## config.mk

```make
export PLATFORM = sky130hd
export DESIGN_NAME = host_if_select
export DESIGN_NICKNAME = d
export VERILOG_FILES = /design/src/hw/host_if_pkg.sv /design/src/hw/host_if_select.sv
export VERILOG_INCLUDE_DIRS = /design/src /design/src/hw
export SDC_FILE = /design/constraint.sdc
export NUM_CORES = 1
export LEC_CHECK = 0
export BUFFER_PORTS_ARGS = -buffer_cell sky130_fd_sc_hd__buf_2
export CAP_MARGIN = 30
export CELL_PAD_IN_SITES_DETAIL_PLACEMENT = 1
export CELL_PAD_IN_SITES_GLOBAL_PLACEMENT = 2
export CORE_ASPECT_RATIO = 1.5
export CORE_MARGIN = 4
export CORE_UTILIZATION = 25
export DETAILED_ROUTE_END_ITERATION = 16
export PLACE_DENSITY = 0.88
export SLEW_MARGIN = 20
export SYNTH_ARGS = -nofsm -noshare
export SYNTH_HDL_FRONTEND = slang
export SYNTH_SLANG_ARGS = --single-unit
```

## constraint.sdc

```tcl
create_clock -name clk -period 6.5 [get_ports clk]
set_input_delay 0.325 -clock clk [delete_from_list [all_inputs] [get_ports clk]]
set_output_delay 0.325 -clock clk [all_outputs]
set_load 0.1 [all_outputs]
```

## src/hw/host_if_params.svh

```systemverilog
// timing, address map and strap constants for the host interface selector
`ifndef HOST_IF_PARAMS_SVH
`define HOST_IF_PARAMS_SVH

// clock and strap latch timing
`define CLK_PERIOD_NS      40
`define STRAP_DELAY_NS     1000
`define STRAP_DELAY_CYC    ((`STRAP_DELAY_NS + `CLK_PERIOD_NS - 1) / `CLK_PERIOD_NS)

// control register space
`define REG_SPACE_BYTES    9'd160
`define REG_BANK_BYTES     9'd32

// main memory map (byte addresses)
`define SRAM_LAST          16'h5FFF
`define CRYPTO_FIRST       16'h7800
`define CRYPTO_LAST        16'h7C4F
`define PAR_REG_BASE       16'h7E00

// phy register space
`define PHY_WORDS          6'd32

// strap positions on the parallel mode strap group
`define STRAP_BIT0         0
`define STRAP_BIT1         1
`define STRAP_BIT2         2
`define STRAP_BIT3         3
`define STRAP_BIT4         4
`define STRAP_KEEP_SPI64   5'h0C

`endif

```

## src/hw/host_if_pkg.sv

```systemverilog
// types shared by the host interface selector
package host_if_pkg;

    // selected interface mode; 0 means serial, others are parallel mode numbers
    typedef enum logic [3:0] {
        MODE_SERIAL = 4'h0,
        MODE_1      = 4'h1,
        MODE_2      = 4'h2,
        MODE_3      = 4'h3,
        MODE_4      = 4'h4,
        MODE_5      = 4'h5,
        MODE_6      = 4'h6,
        MODE_9      = 4'h9,
        MODE_10     = 4'hA
    } mode_t;

    // strap latch sequence
    typedef enum logic [2:0] {
        ST_WAIT  = 3'b001,
        ST_LATCH = 3'b010,
        ST_RUN   = 3'b100
    } state_t;

    // main memory regions
    typedef enum logic [2:0] {
        REG_NONE   = 3'h0,
        REG_SRAM   = 3'h1,
        REG_CRYPTO = 3'h2,
        REG_CTRL   = 3'h3,
        REG_UNUSED = 3'h4
    } region_t;

endpackage

```

## src/hw/host_if_select.sv

```systemverilog
// host interface strap latch, pin direction control and memory map decode
//
// Operation
// - serial output tri-stated while chip select high
// - serial mode: parallel pins off, straps 2,3 kept on 64-pin, none on 44-pin
// - parallel mode straps latched once like interface strap
// - 44-pin: strap0 low mode 5, high 6
// - 64-pin strap3 low: straps 2,4 pick 1-4
// - 64-pin strap3 high: straps 2,1 pick 5,6,9,10
// - modes 1,2: 15 address, 8 data lines
// - modes 3,4: 14 address, 16 data lines
// - modes 5,6: muxed 15-bit address, 8-bit data
// - modes 9,10: muxed 16 lines, byte strobes
// - shared lines are inputs while chip select low
// - pins unused by mode are high impedance
// - chip select pull-up serial, pull-down parallel
// - serial registers: 160 bytes, four 32-byte banks
// - registers also reachable by 8-bit unbanked address
// - main memory 32K, sram at 0000h-5FFFh
// - crypto 7800h-7C4Fh, dma only
// - phy space 32 words, management path only
// - sram 12K x 16 words, byte writable
// - sram indirect always, direct on parallel
// - three address spaces serial, two parallel
// - interface strap high serial, low parallel
// - straps sampled 1 us after reset release
`timescale 1ns/1ps
`include "host_if_params.svh"

module host_if_select
    import host_if_pkg::*;
#(
    parameter bit PINS64 = 1'b1  // 64-pin variant when set, 44-pin otherwise
)
(
    // clock and reset
    input  wire logic        clk,
    input  wire logic        resetn,
    // power-up straps
    input  wire logic        interfaceSelectStrap,
    input  wire logic [4:0]  parallelModeStraps,
    // chip select pin and serial data out
    input  wire logic        csPin,
    input  wire logic        spiSoDrive,
    input  wire logic        spiSoData,
    output logic             soOut,
    output logic             soOe,
    output logic             spiInEn,
    output logic             csPullUpEn,
    output logic             csPullDownEn,
    output logic             csActive,
    // parallel pin control
    input  wire logic        parReadDrive,
    input  wire logic [15:0] parReadData,
    output logic [15:0]      adOut,
    output logic [15:0]      adOe,
    output logic [15:0]      adInEn,
    output logic [14:0]      addrInEn,
    output logic [3:0]       ctlInEn,
    output logic [4:0]       strapInEn,
    // selection status
    output logic             selDone,
    output logic             serialMode,
    output mode_t            modeSel,
    output logic             wideData,
    output logic             muxedBus,
    output logic             rwSelectStyle,
    output logic [1:0]       addrSpaces,
    // control register address from the serial engine
    input  wire logic        regUnbanked,
    input  wire logic [1:0]  regBank,
    input  wire logic [7:0]  regAddr,
    output logic [7:0]       regLinearQ,
    output logic             regHitQ,
    // main memory access
    input  wire logic        memReq,
    input  wire logic        memFromDma,
    input  wire logic        memDirect,
    input  wire logic [15:0] memAddr,
    output region_t          memRegionQ,
    output logic [13:0]      sramWordQ,
    output logic [1:0]       sramLaneQ,
    output logic             memGrantQ,
    output logic             memDenyQ,
    // phy register access
    input  wire logic        phyReq,
    input  wire logic        phyFromMgmt,
    input  wire logic [5:0]  phyAddr,
    output logic             phyGrantQ,
    output logic             phyDenyQ
);

    // =====================================================================
    // functions
    // =====================================================================

    // strap decode to a parallel mode number
    function automatic mode_t decodeMode(input logic pins64, input logic [4:0] s);
        mode_t m;
        m = MODE_5;
        if (!pins64)
            m = s[`STRAP_BIT0] ? MODE_6 : MODE_5;
        else if (!s[`STRAP_BIT3])
        begin
            case ({s[`STRAP_BIT2], s[`STRAP_BIT4]})
                2'b00:   m = MODE_1;
                2'b01:   m = MODE_2;
                2'b10:   m = MODE_3;
                default: m = MODE_4;
            endcase
        end
        else
        begin
            case ({s[`STRAP_BIT2], s[`STRAP_BIT1]})
                2'b00:   m = MODE_5;
                2'b01:   m = MODE_6;
                2'b10:   m = MODE_9;
                default: m = MODE_10;
            endcase
        end
        return m;
    endfunction

    // classify a 16-bit main memory byte address
    function automatic region_t regionOf(input logic [15:0] a, input logic ser);
        region_t r;
        if (a <= `SRAM_LAST)
            r = REG_SRAM;
        else if (a >= `CRYPTO_FIRST && a <= `CRYPTO_LAST)
            r = REG_CRYPTO;
        else if (!ser && a >= `PAR_REG_BASE)
            r = REG_CTRL;
        else
            r = REG_UNUSED;
        return r;
    endfunction

    // =====================================================================
    // strap latch sequence
    // =====================================================================

    localparam int DELAY_CYC = `STRAP_DELAY_CYC;

    state_t     stateQ;        // latch sequence state
    logic [5:0] delayCntQ;     // cycles since reset release
    logic       serialQ;       // latched interface choice
    mode_t      modeQ;         // latched mode number

    // wait out the power-up delay, then latch once and stay
    always_ff @(posedge clk or negedge resetn)
    begin
        if (!resetn)
        begin
            stateQ    <= ST_WAIT;
            delayCntQ <= 6'h00;
        end
        else
        begin
            case (stateQ)
                ST_WAIT:
                begin
                    // straps settle before sampling
                    if (delayCntQ == 6'(DELAY_CYC - 1))
                        stateQ <= ST_LATCH;
                    else
                        delayCntQ <= delayCntQ + 6'h01;
                end
                ST_LATCH: stateQ <= ST_RUN;
                ST_RUN:   stateQ <= ST_RUN;
                default:  stateQ <= ST_WAIT;
            endcase
        end
    end

    // capture the straps in the single latch cycle; never again until reset
    always_ff @(posedge clk or negedge resetn)
    begin
        if (!resetn)
        begin
            serialQ <= 1'b1;
            modeQ   <= MODE_SERIAL;
        end
        else if (stateQ == ST_LATCH)
        begin
            serialQ <= interfaceSelectStrap;
            // both straps taken on the same edge, the same way
            modeQ   <= interfaceSelectStrap ? MODE_SERIAL : decodeMode(PINS64, parallelModeStraps);
        end
    end

    assign selDone    = (stateQ == ST_RUN);
    assign serialMode = serialQ;
    assign modeSel    = modeQ;

    // =====================================================================
    // mode properties
    // =====================================================================

    logic parOn;   // a parallel mode is live
    logic wide;    // 16-bit data modes
    logic muxed;   // address shares the data lines
    logic rwSel;   // read/write select plus enable or byte selects

    always_comb
    begin
        parOn = selDone && !serialQ;
        wide  = (modeQ == MODE_3) || (modeQ == MODE_4) || (modeQ == MODE_9) || (modeQ == MODE_10);
        muxed = (modeQ == MODE_5) || (modeQ == MODE_6) || (modeQ == MODE_9) || (modeQ == MODE_10);
        rwSel = (modeQ == MODE_2) || (modeQ == MODE_4) || (modeQ == MODE_6) || (modeQ == MODE_10);
    end

    assign wideData      = parOn && wide;
    assign muxedBus      = parOn && muxed;
    assign rwSelectStyle = parOn && rwSel;
    // serial keeps a separate register space
    assign addrSpaces    = !selDone ? 2'd0 : (serialQ ? 2'd3 : 2'd2);

    // =====================================================================
    // pin direction and buffer enables
    // =====================================================================

    // input buffers follow the mode; all but the strap inputs off until the straps are latched
    always_comb
    begin
        addrInEn  = 15'h0000;
        adInEn    = 16'h0000;
        ctlInEn   = 4'h0;
        strapInEn = 5'h00;
        if (!selDone)
            strapInEn = 5'h1F;  // straps must be readable for the latch
        else if (serialQ)
            strapInEn = PINS64 ? `STRAP_KEEP_SPI64 : 5'h00;
        else
        begin
            ctlInEn[1] = 1'b1;  // read strobe or read/write select
            ctlInEn[2] = 1'b1;  // store, enable, low store or byte0 select
            case (modeQ)
                MODE_1, MODE_2:
                begin
                    addrInEn = 15'h7FFF;
                    adInEn   = 16'h00FF;
                end
                MODE_3, MODE_4:
                begin
                    addrInEn   = 15'h3FFF;
                    adInEn     = 16'hFFFF;
                    ctlInEn[3] = 1'b1;
                end
                MODE_5, MODE_6:
                begin
                    adInEn     = 16'h7FFF;
                    ctlInEn[0] = 1'b1;
                end
                MODE_9, MODE_10:
                begin
                    adInEn     = 16'hFFFF;
                    ctlInEn[0] = 1'b1;
                    ctlInEn[3] = 1'b1;
                end
                default: adInEn = 16'h0000;  // unused pins stay off
            endcase
        end
    end

    logic [15:0] dataMask;  // data lines the mode may drive

    // only the data width of the mode may ever be driven
    always_comb
    begin
        dataMask = wide ? 16'hFFFF : 16'h00FF;
    end

    // drive the shared lines only in a selected read
    assign adOe = (parOn && csPin && parReadDrive) ? dataMask : 16'h0000;

    // serial output released whenever chip select is high
    assign soOe    = selDone && serialQ && !csPin && spiSoDrive;
    assign spiInEn = selDone && serialQ;

    // chip select polarity and pulls
    assign csPullUpEn   = selDone && serialQ;
    assign csPullDownEn = selDone && !serialQ;
    assign csActive     = selDone && (serialQ ? !csPin : csPin);

    // data outputs from flops
    always_ff @(posedge clk or negedge resetn)
    begin
        if (!resetn)
        begin
            soOut <= 1'b0;
            adOut <= 16'h0000;
        end
        else
        begin
            soOut <= spiSoData;
            adOut <= parReadData & dataMask;
        end
    end

    // =====================================================================
    // control register address decode
    // =====================================================================

    logic [8:0] regLin;  // linear register address, one bit wider to catch overflow

    // banked form is bank times 32 plus the low five bits
    always_comb
    begin
        if (regUnbanked)
            regLin = {1'b0, regAddr};
        else
            regLin = 9'({regBank, regAddr[4:0]});
    end

    always_ff @(posedge clk or negedge resetn)
    begin
        if (!resetn)
        begin
            regLinearQ <= 8'h00;
            regHitQ    <= 1'b0;
        end
        else
        begin
            regLinearQ <= regLin[7:0];
            regHitQ    <= selDone && serialQ && (regLin < `REG_SPACE_BYTES);
        end
    end

    // =====================================================================
    // main memory and phy decode
    // =====================================================================

    logic [15:0] byteAddr;  // byte address after width scaling
    region_t     memRegion;
    logic        memOk;

    // wide parallel modes address words on the bus
    always_comb
    begin
        if (!memFromDma && memDirect && wideData)
            byteAddr = {memAddr[14:0], 1'b0};
        else
            byteAddr = {1'b0, memAddr[14:0]};
        memRegion = regionOf(byteAddr, serialQ);
        memOk     = selDone && memReq;
        if (memRegion == REG_CRYPTO && !memFromDma)
            memOk = 1'b0;
        if (memDirect && !memFromDma && serialQ)
            memOk = 1'b0;  // direct access only on parallel
        if (memRegion == REG_UNUSED)
            memOk = 1'b0;
    end

    always_ff @(posedge clk or negedge resetn)
    begin
        if (!resetn)
        begin
            memRegionQ <= REG_NONE;
            sramWordQ  <= 14'h0000;
            sramLaneQ  <= 2'h0;
            memGrantQ  <= 1'b0;
            memDenyQ   <= 1'b0;
        end
        else
        begin
            memRegionQ <= memReq ? memRegion : REG_NONE;
            sramWordQ  <= byteAddr[14:1];
            // word access in wide direct mode, single byte lane otherwise
            if (!memFromDma && memDirect && wideData)
                sramLaneQ <= 2'h3;
            else
                sramLaneQ <= byteAddr[0] ? 2'h2 : 2'h1;
            memGrantQ <= memOk;
            memDenyQ  <= memReq && !memOk;
        end
    end

    // phy space answers only the management path
    always_ff @(posedge clk or negedge resetn)
    begin
        if (!resetn)
        begin
            phyGrantQ <= 1'b0;
            phyDenyQ  <= 1'b0;
        end
        else
        begin
            phyGrantQ <= selDone && phyReq && phyFromMgmt && (phyAddr < `PHY_WORDS);
            phyDenyQ  <= phyReq && !(selDone && phyFromMgmt && (phyAddr < `PHY_WORDS));
        end
    end
endmodule

```

==> metrics.md <==
| Metric | Value |
|---|---|
| ANT cells | 0 |
| Crit Reg-Reg Endpoint | memDenyQ |
| Clk sink count | 63 |
| Design area | ~0.004 sq mm |
| Cts hold-fix bufs | 0 |
| Num rows | 49 |
| Avg Cell Area, Syn | roughly 11 sq um |
| Largest net degree at the start of global routing | 64 |
| Die X | approximately 100 um |
| Cell Int Power | 775.3 uW |
| Sequential share of the synthesized area | between 50% and 60% |
| Yosys reg bits | 63 |
| Clock power share | 35.2% |
| Worst Setup Start Kind | register |
| Post-synthesis compound-gate area fraction | 8.653% |
| Syn Inst Count | roughly 270 |
| Layout cells sized above 1 | 53.75% |
| Post-CTS setup buffer count | 0 |
| Worst hold endpoint | regLinearQ[3] |
| Min Tclk post-route | 3.191 ns |
| WL per Instance | between 15 and 20 um |
| Vias | ~2500 |
| Final period util | roughly half |
| CP Depth | 5 |
| Synth Warn # | 0 |
| Combinational power share | around a third |
| Root Driver | clkbuf_16 |
| Number of global-route vias before repair | roughly 2500 |
| Final Hold Violating Endpoints | 0 |
| Drt drc | 0 |
| Total CTS buffers | 9 |
| Clock buffer depth | 2 |
| Final setup viols | 0 |
| Simple logic cell fraction of the synthesized area | 15.00% |
| Initial drt markers | 76 |
| CP peak stage delay | 0.81 ns |
| Total GRT Usage | ~12% |
| Worst Max-Slew Pin Slew | 0.8162 ns |
| Async SR Flop Fraction | 100.0% |
| Buf/Inv on CP | 2 |
| Antenna viol nets, final | 0 |
| Final Skew | 0.009853 ns |
| RR Startpoint | serialMode |
| Flop pwr share | approximately 30% |
| Reg clk slew, reported paths | ~0.060 ns |
| Synth Flop Type | dfrtp_1 |
| Number of synthesized flops with an enable pin | 0 |
| R2R depth | 7 |
| Area share of fa/ha/maj cells after synthesis | under 10% |
| Multi-input logic area | roughly 1000 sq um |
| Crit path max fanout | 9 |
| Leak | ~0.0022 uW |
| Hold Crit Class | input port to register |
| Syn nets | between 300 and 400 |
| Post-synth cell types | 53 |
| Post-DP Area | 0.003710 sq mm |
| Max VDD drop | between 100 and 150 uV |
| Hold Crit Start | regAddr[3] |
| Mapped Area | a little over 0.003 sq mm |
| # resized after CTS | 0 |
| Port Buffers | about 180 |
| RSZ-0062 raised after global routing | false |
| Core box area | 0.01196 sq mm |
| Die Footprint | 0.01401 sq mm |
| Crit path cell chain | or4b_1 > clkinv_2 > and3_1 > and2_1 > buf_2 |
| Status | complete, no violations |
| Total iterations of the first detailed-routing run | 6 |
| Mux cell area share after synthesis | roughly 5.1% |
| Cell with the largest stage delay on the worst path | or4b_1 |
| Leading post-synthesis cells by cell area | dfrtp_1 50%, buf_4 13%, mux2_2 4.4%, nand2_1 2.6%, and2_1 2.3% |
| Fmax | ~310 MHz |
| Seq. cell area | 0.001579 sq mm |
| Post-Route Setup TNS | 0 ns |
| FF-to-FF setup slack | 3.59 ns |
| Wirelength, routed | slightly below 9000 um |
| CP required | approximately 6 ns |
| H-tree levels | 3 |
| Final Max Slew Viols | 0 |
| Die Y | 143.0 um |
| Crit path max-delay family | simple AND/OR/NAND/NOR gates |
| Max-slew headroom | between 40% and 50% |
| Max-cap violations | 0 |
| Net Sw Frac | between 40% and 50% |
| Area leader, netlist | dfrtp_1 |
| Hold Path Cell Cnt | 1 |
| CP arrival | between 2 and 3 ns |
| # IOs | around 190 |
| Crit. End Element | output pin |
| Post-synth top area share | ~50% |
| Initial antenna violation count | 0 |
| Clk_lat worst skew | 0.33 ns |
| First-pass GRT wire length | around 13000 um |
| Critical Setup Path Class | register to output pin |
| Largest family of logic cells by synthesized area | buffers and inverters |
| TritonCTS clock tree | built |
| Grt total ovfl | 0 |
| Layout Utilization | between 30% and 40% |
| Cell Pwr Density | 343.3 mW/mm^2 |
| Psw | around 600 uW |
| Initial Util | around a quarter |
| Fillcell total | about 1400 |
| Vias per cell | approximately 4.3 |
| NumNets Final | around 480 |
| Post-synthesis xor/xnor area fraction | around 2.6% |
| Placer's final routability congestion estimate | 0.7347 |
| Final HPWL DP | between 6000 and 7000 um |
| Area Overhead vs Synth | 32.30% |
state kept, by name, indices dropped and copies added (netlist names):
register	cells
adOut	16
memDenyQ	1
modeSel	4
phyGrantQ	1
stateQ	3
sramWordQ	14
phyDenyQ	1
regLinearQ	8
sramLaneQ	2
memRegionQ	3
delayCntQ	6
memGrantQ	1
regHitQ	1
soOut	1
serialMode	1
area by class of cell:
class / count / area share [%]
flip-flops and latches: 63 / 39.30
multi-input cells: 143 / 24.76
repair buffers: 181 / 22.67
clock buffers: 9 / 5.606
well taps: 153 / 4.765
clock inverters: 7 / 1.931
inverters: 10 / 0.9654
worst register-to-register path, cell delays in order (launching register included):
cell and delay (ns):
dfstp_2 0.42, or4b_1 0.81, clkinv_2 0.22, nand2_1 0.20
nor2_2 0.54, o22a_1 0.29, a21oi_1 0.11, a211oi_1 0.24
worst max-delay path by stage:
stage,startpoint,endpoint
after floorplan,serialMode,rwSelectStyle
after global placement,serialMode,adInEn[6]
after detailed placement,serialMode,adInEn[0]
after CTS,serialMode,adInEn[0]
after global routing,serialMode,adInEn[3]
final,serialMode,adOe[12]
per-stage QoR:
stage | setup WS [ns] | power (uW) | cells | hold slack (ns)
final | 3.309 | 1379 | 566 | 0.09616
after global routing | 3.067 | 1430 | 566 | 0.08341
after CTS | 2.874 | 1399 | 566 | 0.07958
after detailed placement | 3.231 | 904.8 | 550 | 0.4349
after global placement | 3.303 | 899.4 | 549 | 0.4341
after floorplan | 0.02216 | 848.0 | 274 | 0.02941
layer usage:
layer | share of wire [%] | wire, um | vias to the layer above | track usage (%)
li1 | - | - | 1153 | -
met1 | 35 | 3049 | 1203 | 12.49
met2 | 57 | 4964 | 90 | 23.87
met3 | 6.0 | 517 | 10 | 2.444
met4 | 1.6 | 141 | 0 | 5.252
met5 | 0 | 0 | - | 0
kinds of logic after synthesis:
group	count (synthesis)
compound gates	35
buf+inv	68
fa+ha+maj	3
flops	63
mux	14
simple gates	82
xor+xnor	9
cells in the final DEF, fill, tap and decap left out, types with 3 or more instances in the layout:
cell type,Yosys,layout
o21ai_0,8,8
nor2_1,9,9
and2_1,11,11
xnor2_1,6,6
o31ai_1,4,4
nand4_1,3,3
inv_6,0,3
and3_1,6,6
nand3_1,8,8
nand2_1,21,21
inv_1,9,9
mux2_2,12,12
xor2_1,3,3
ha_1,3,3
dfrtp_1,61,61
buf_2,4,179
nand2b_1,4,4
clkbuf_16,0,9
a21oi_1,6,6
nor3_1,4,3
power by group through the flow:
stage / clock network, uW / logic, uW / registers, uW
after detailed placement: 0 / 477 / 428
final: 485 / 473 / 421
after global routing: 518 / 489 / 423
after floorplan: 0 / 280 / 568
after CTS: 501 / 478 / 421
after global placement: 0 / 472 / 427
synthesized netlist by cell type (2+ instances only):
cell,instances
a21o_1,2
mux2i_1,2
and3_1,6
o21ai_0,8
dfstp_2,2
and2_1,11
buf_6,2
xor2_1,3
xnor2_1,6
buf_2,4
nor2b_1,2
nor3_1,4
nand4_1,3
a21oi_1,6
or2_2,2
nand3_1,8
buf_4,51
mux2_2,12
o21ai_1,2
nand2_1,21
o31ai_1,4
dfrtp_1,61
nand2b_1,4
inv_1,9
ha_1,3
nor2_1,9
Power figures use the tool's default switching activity.
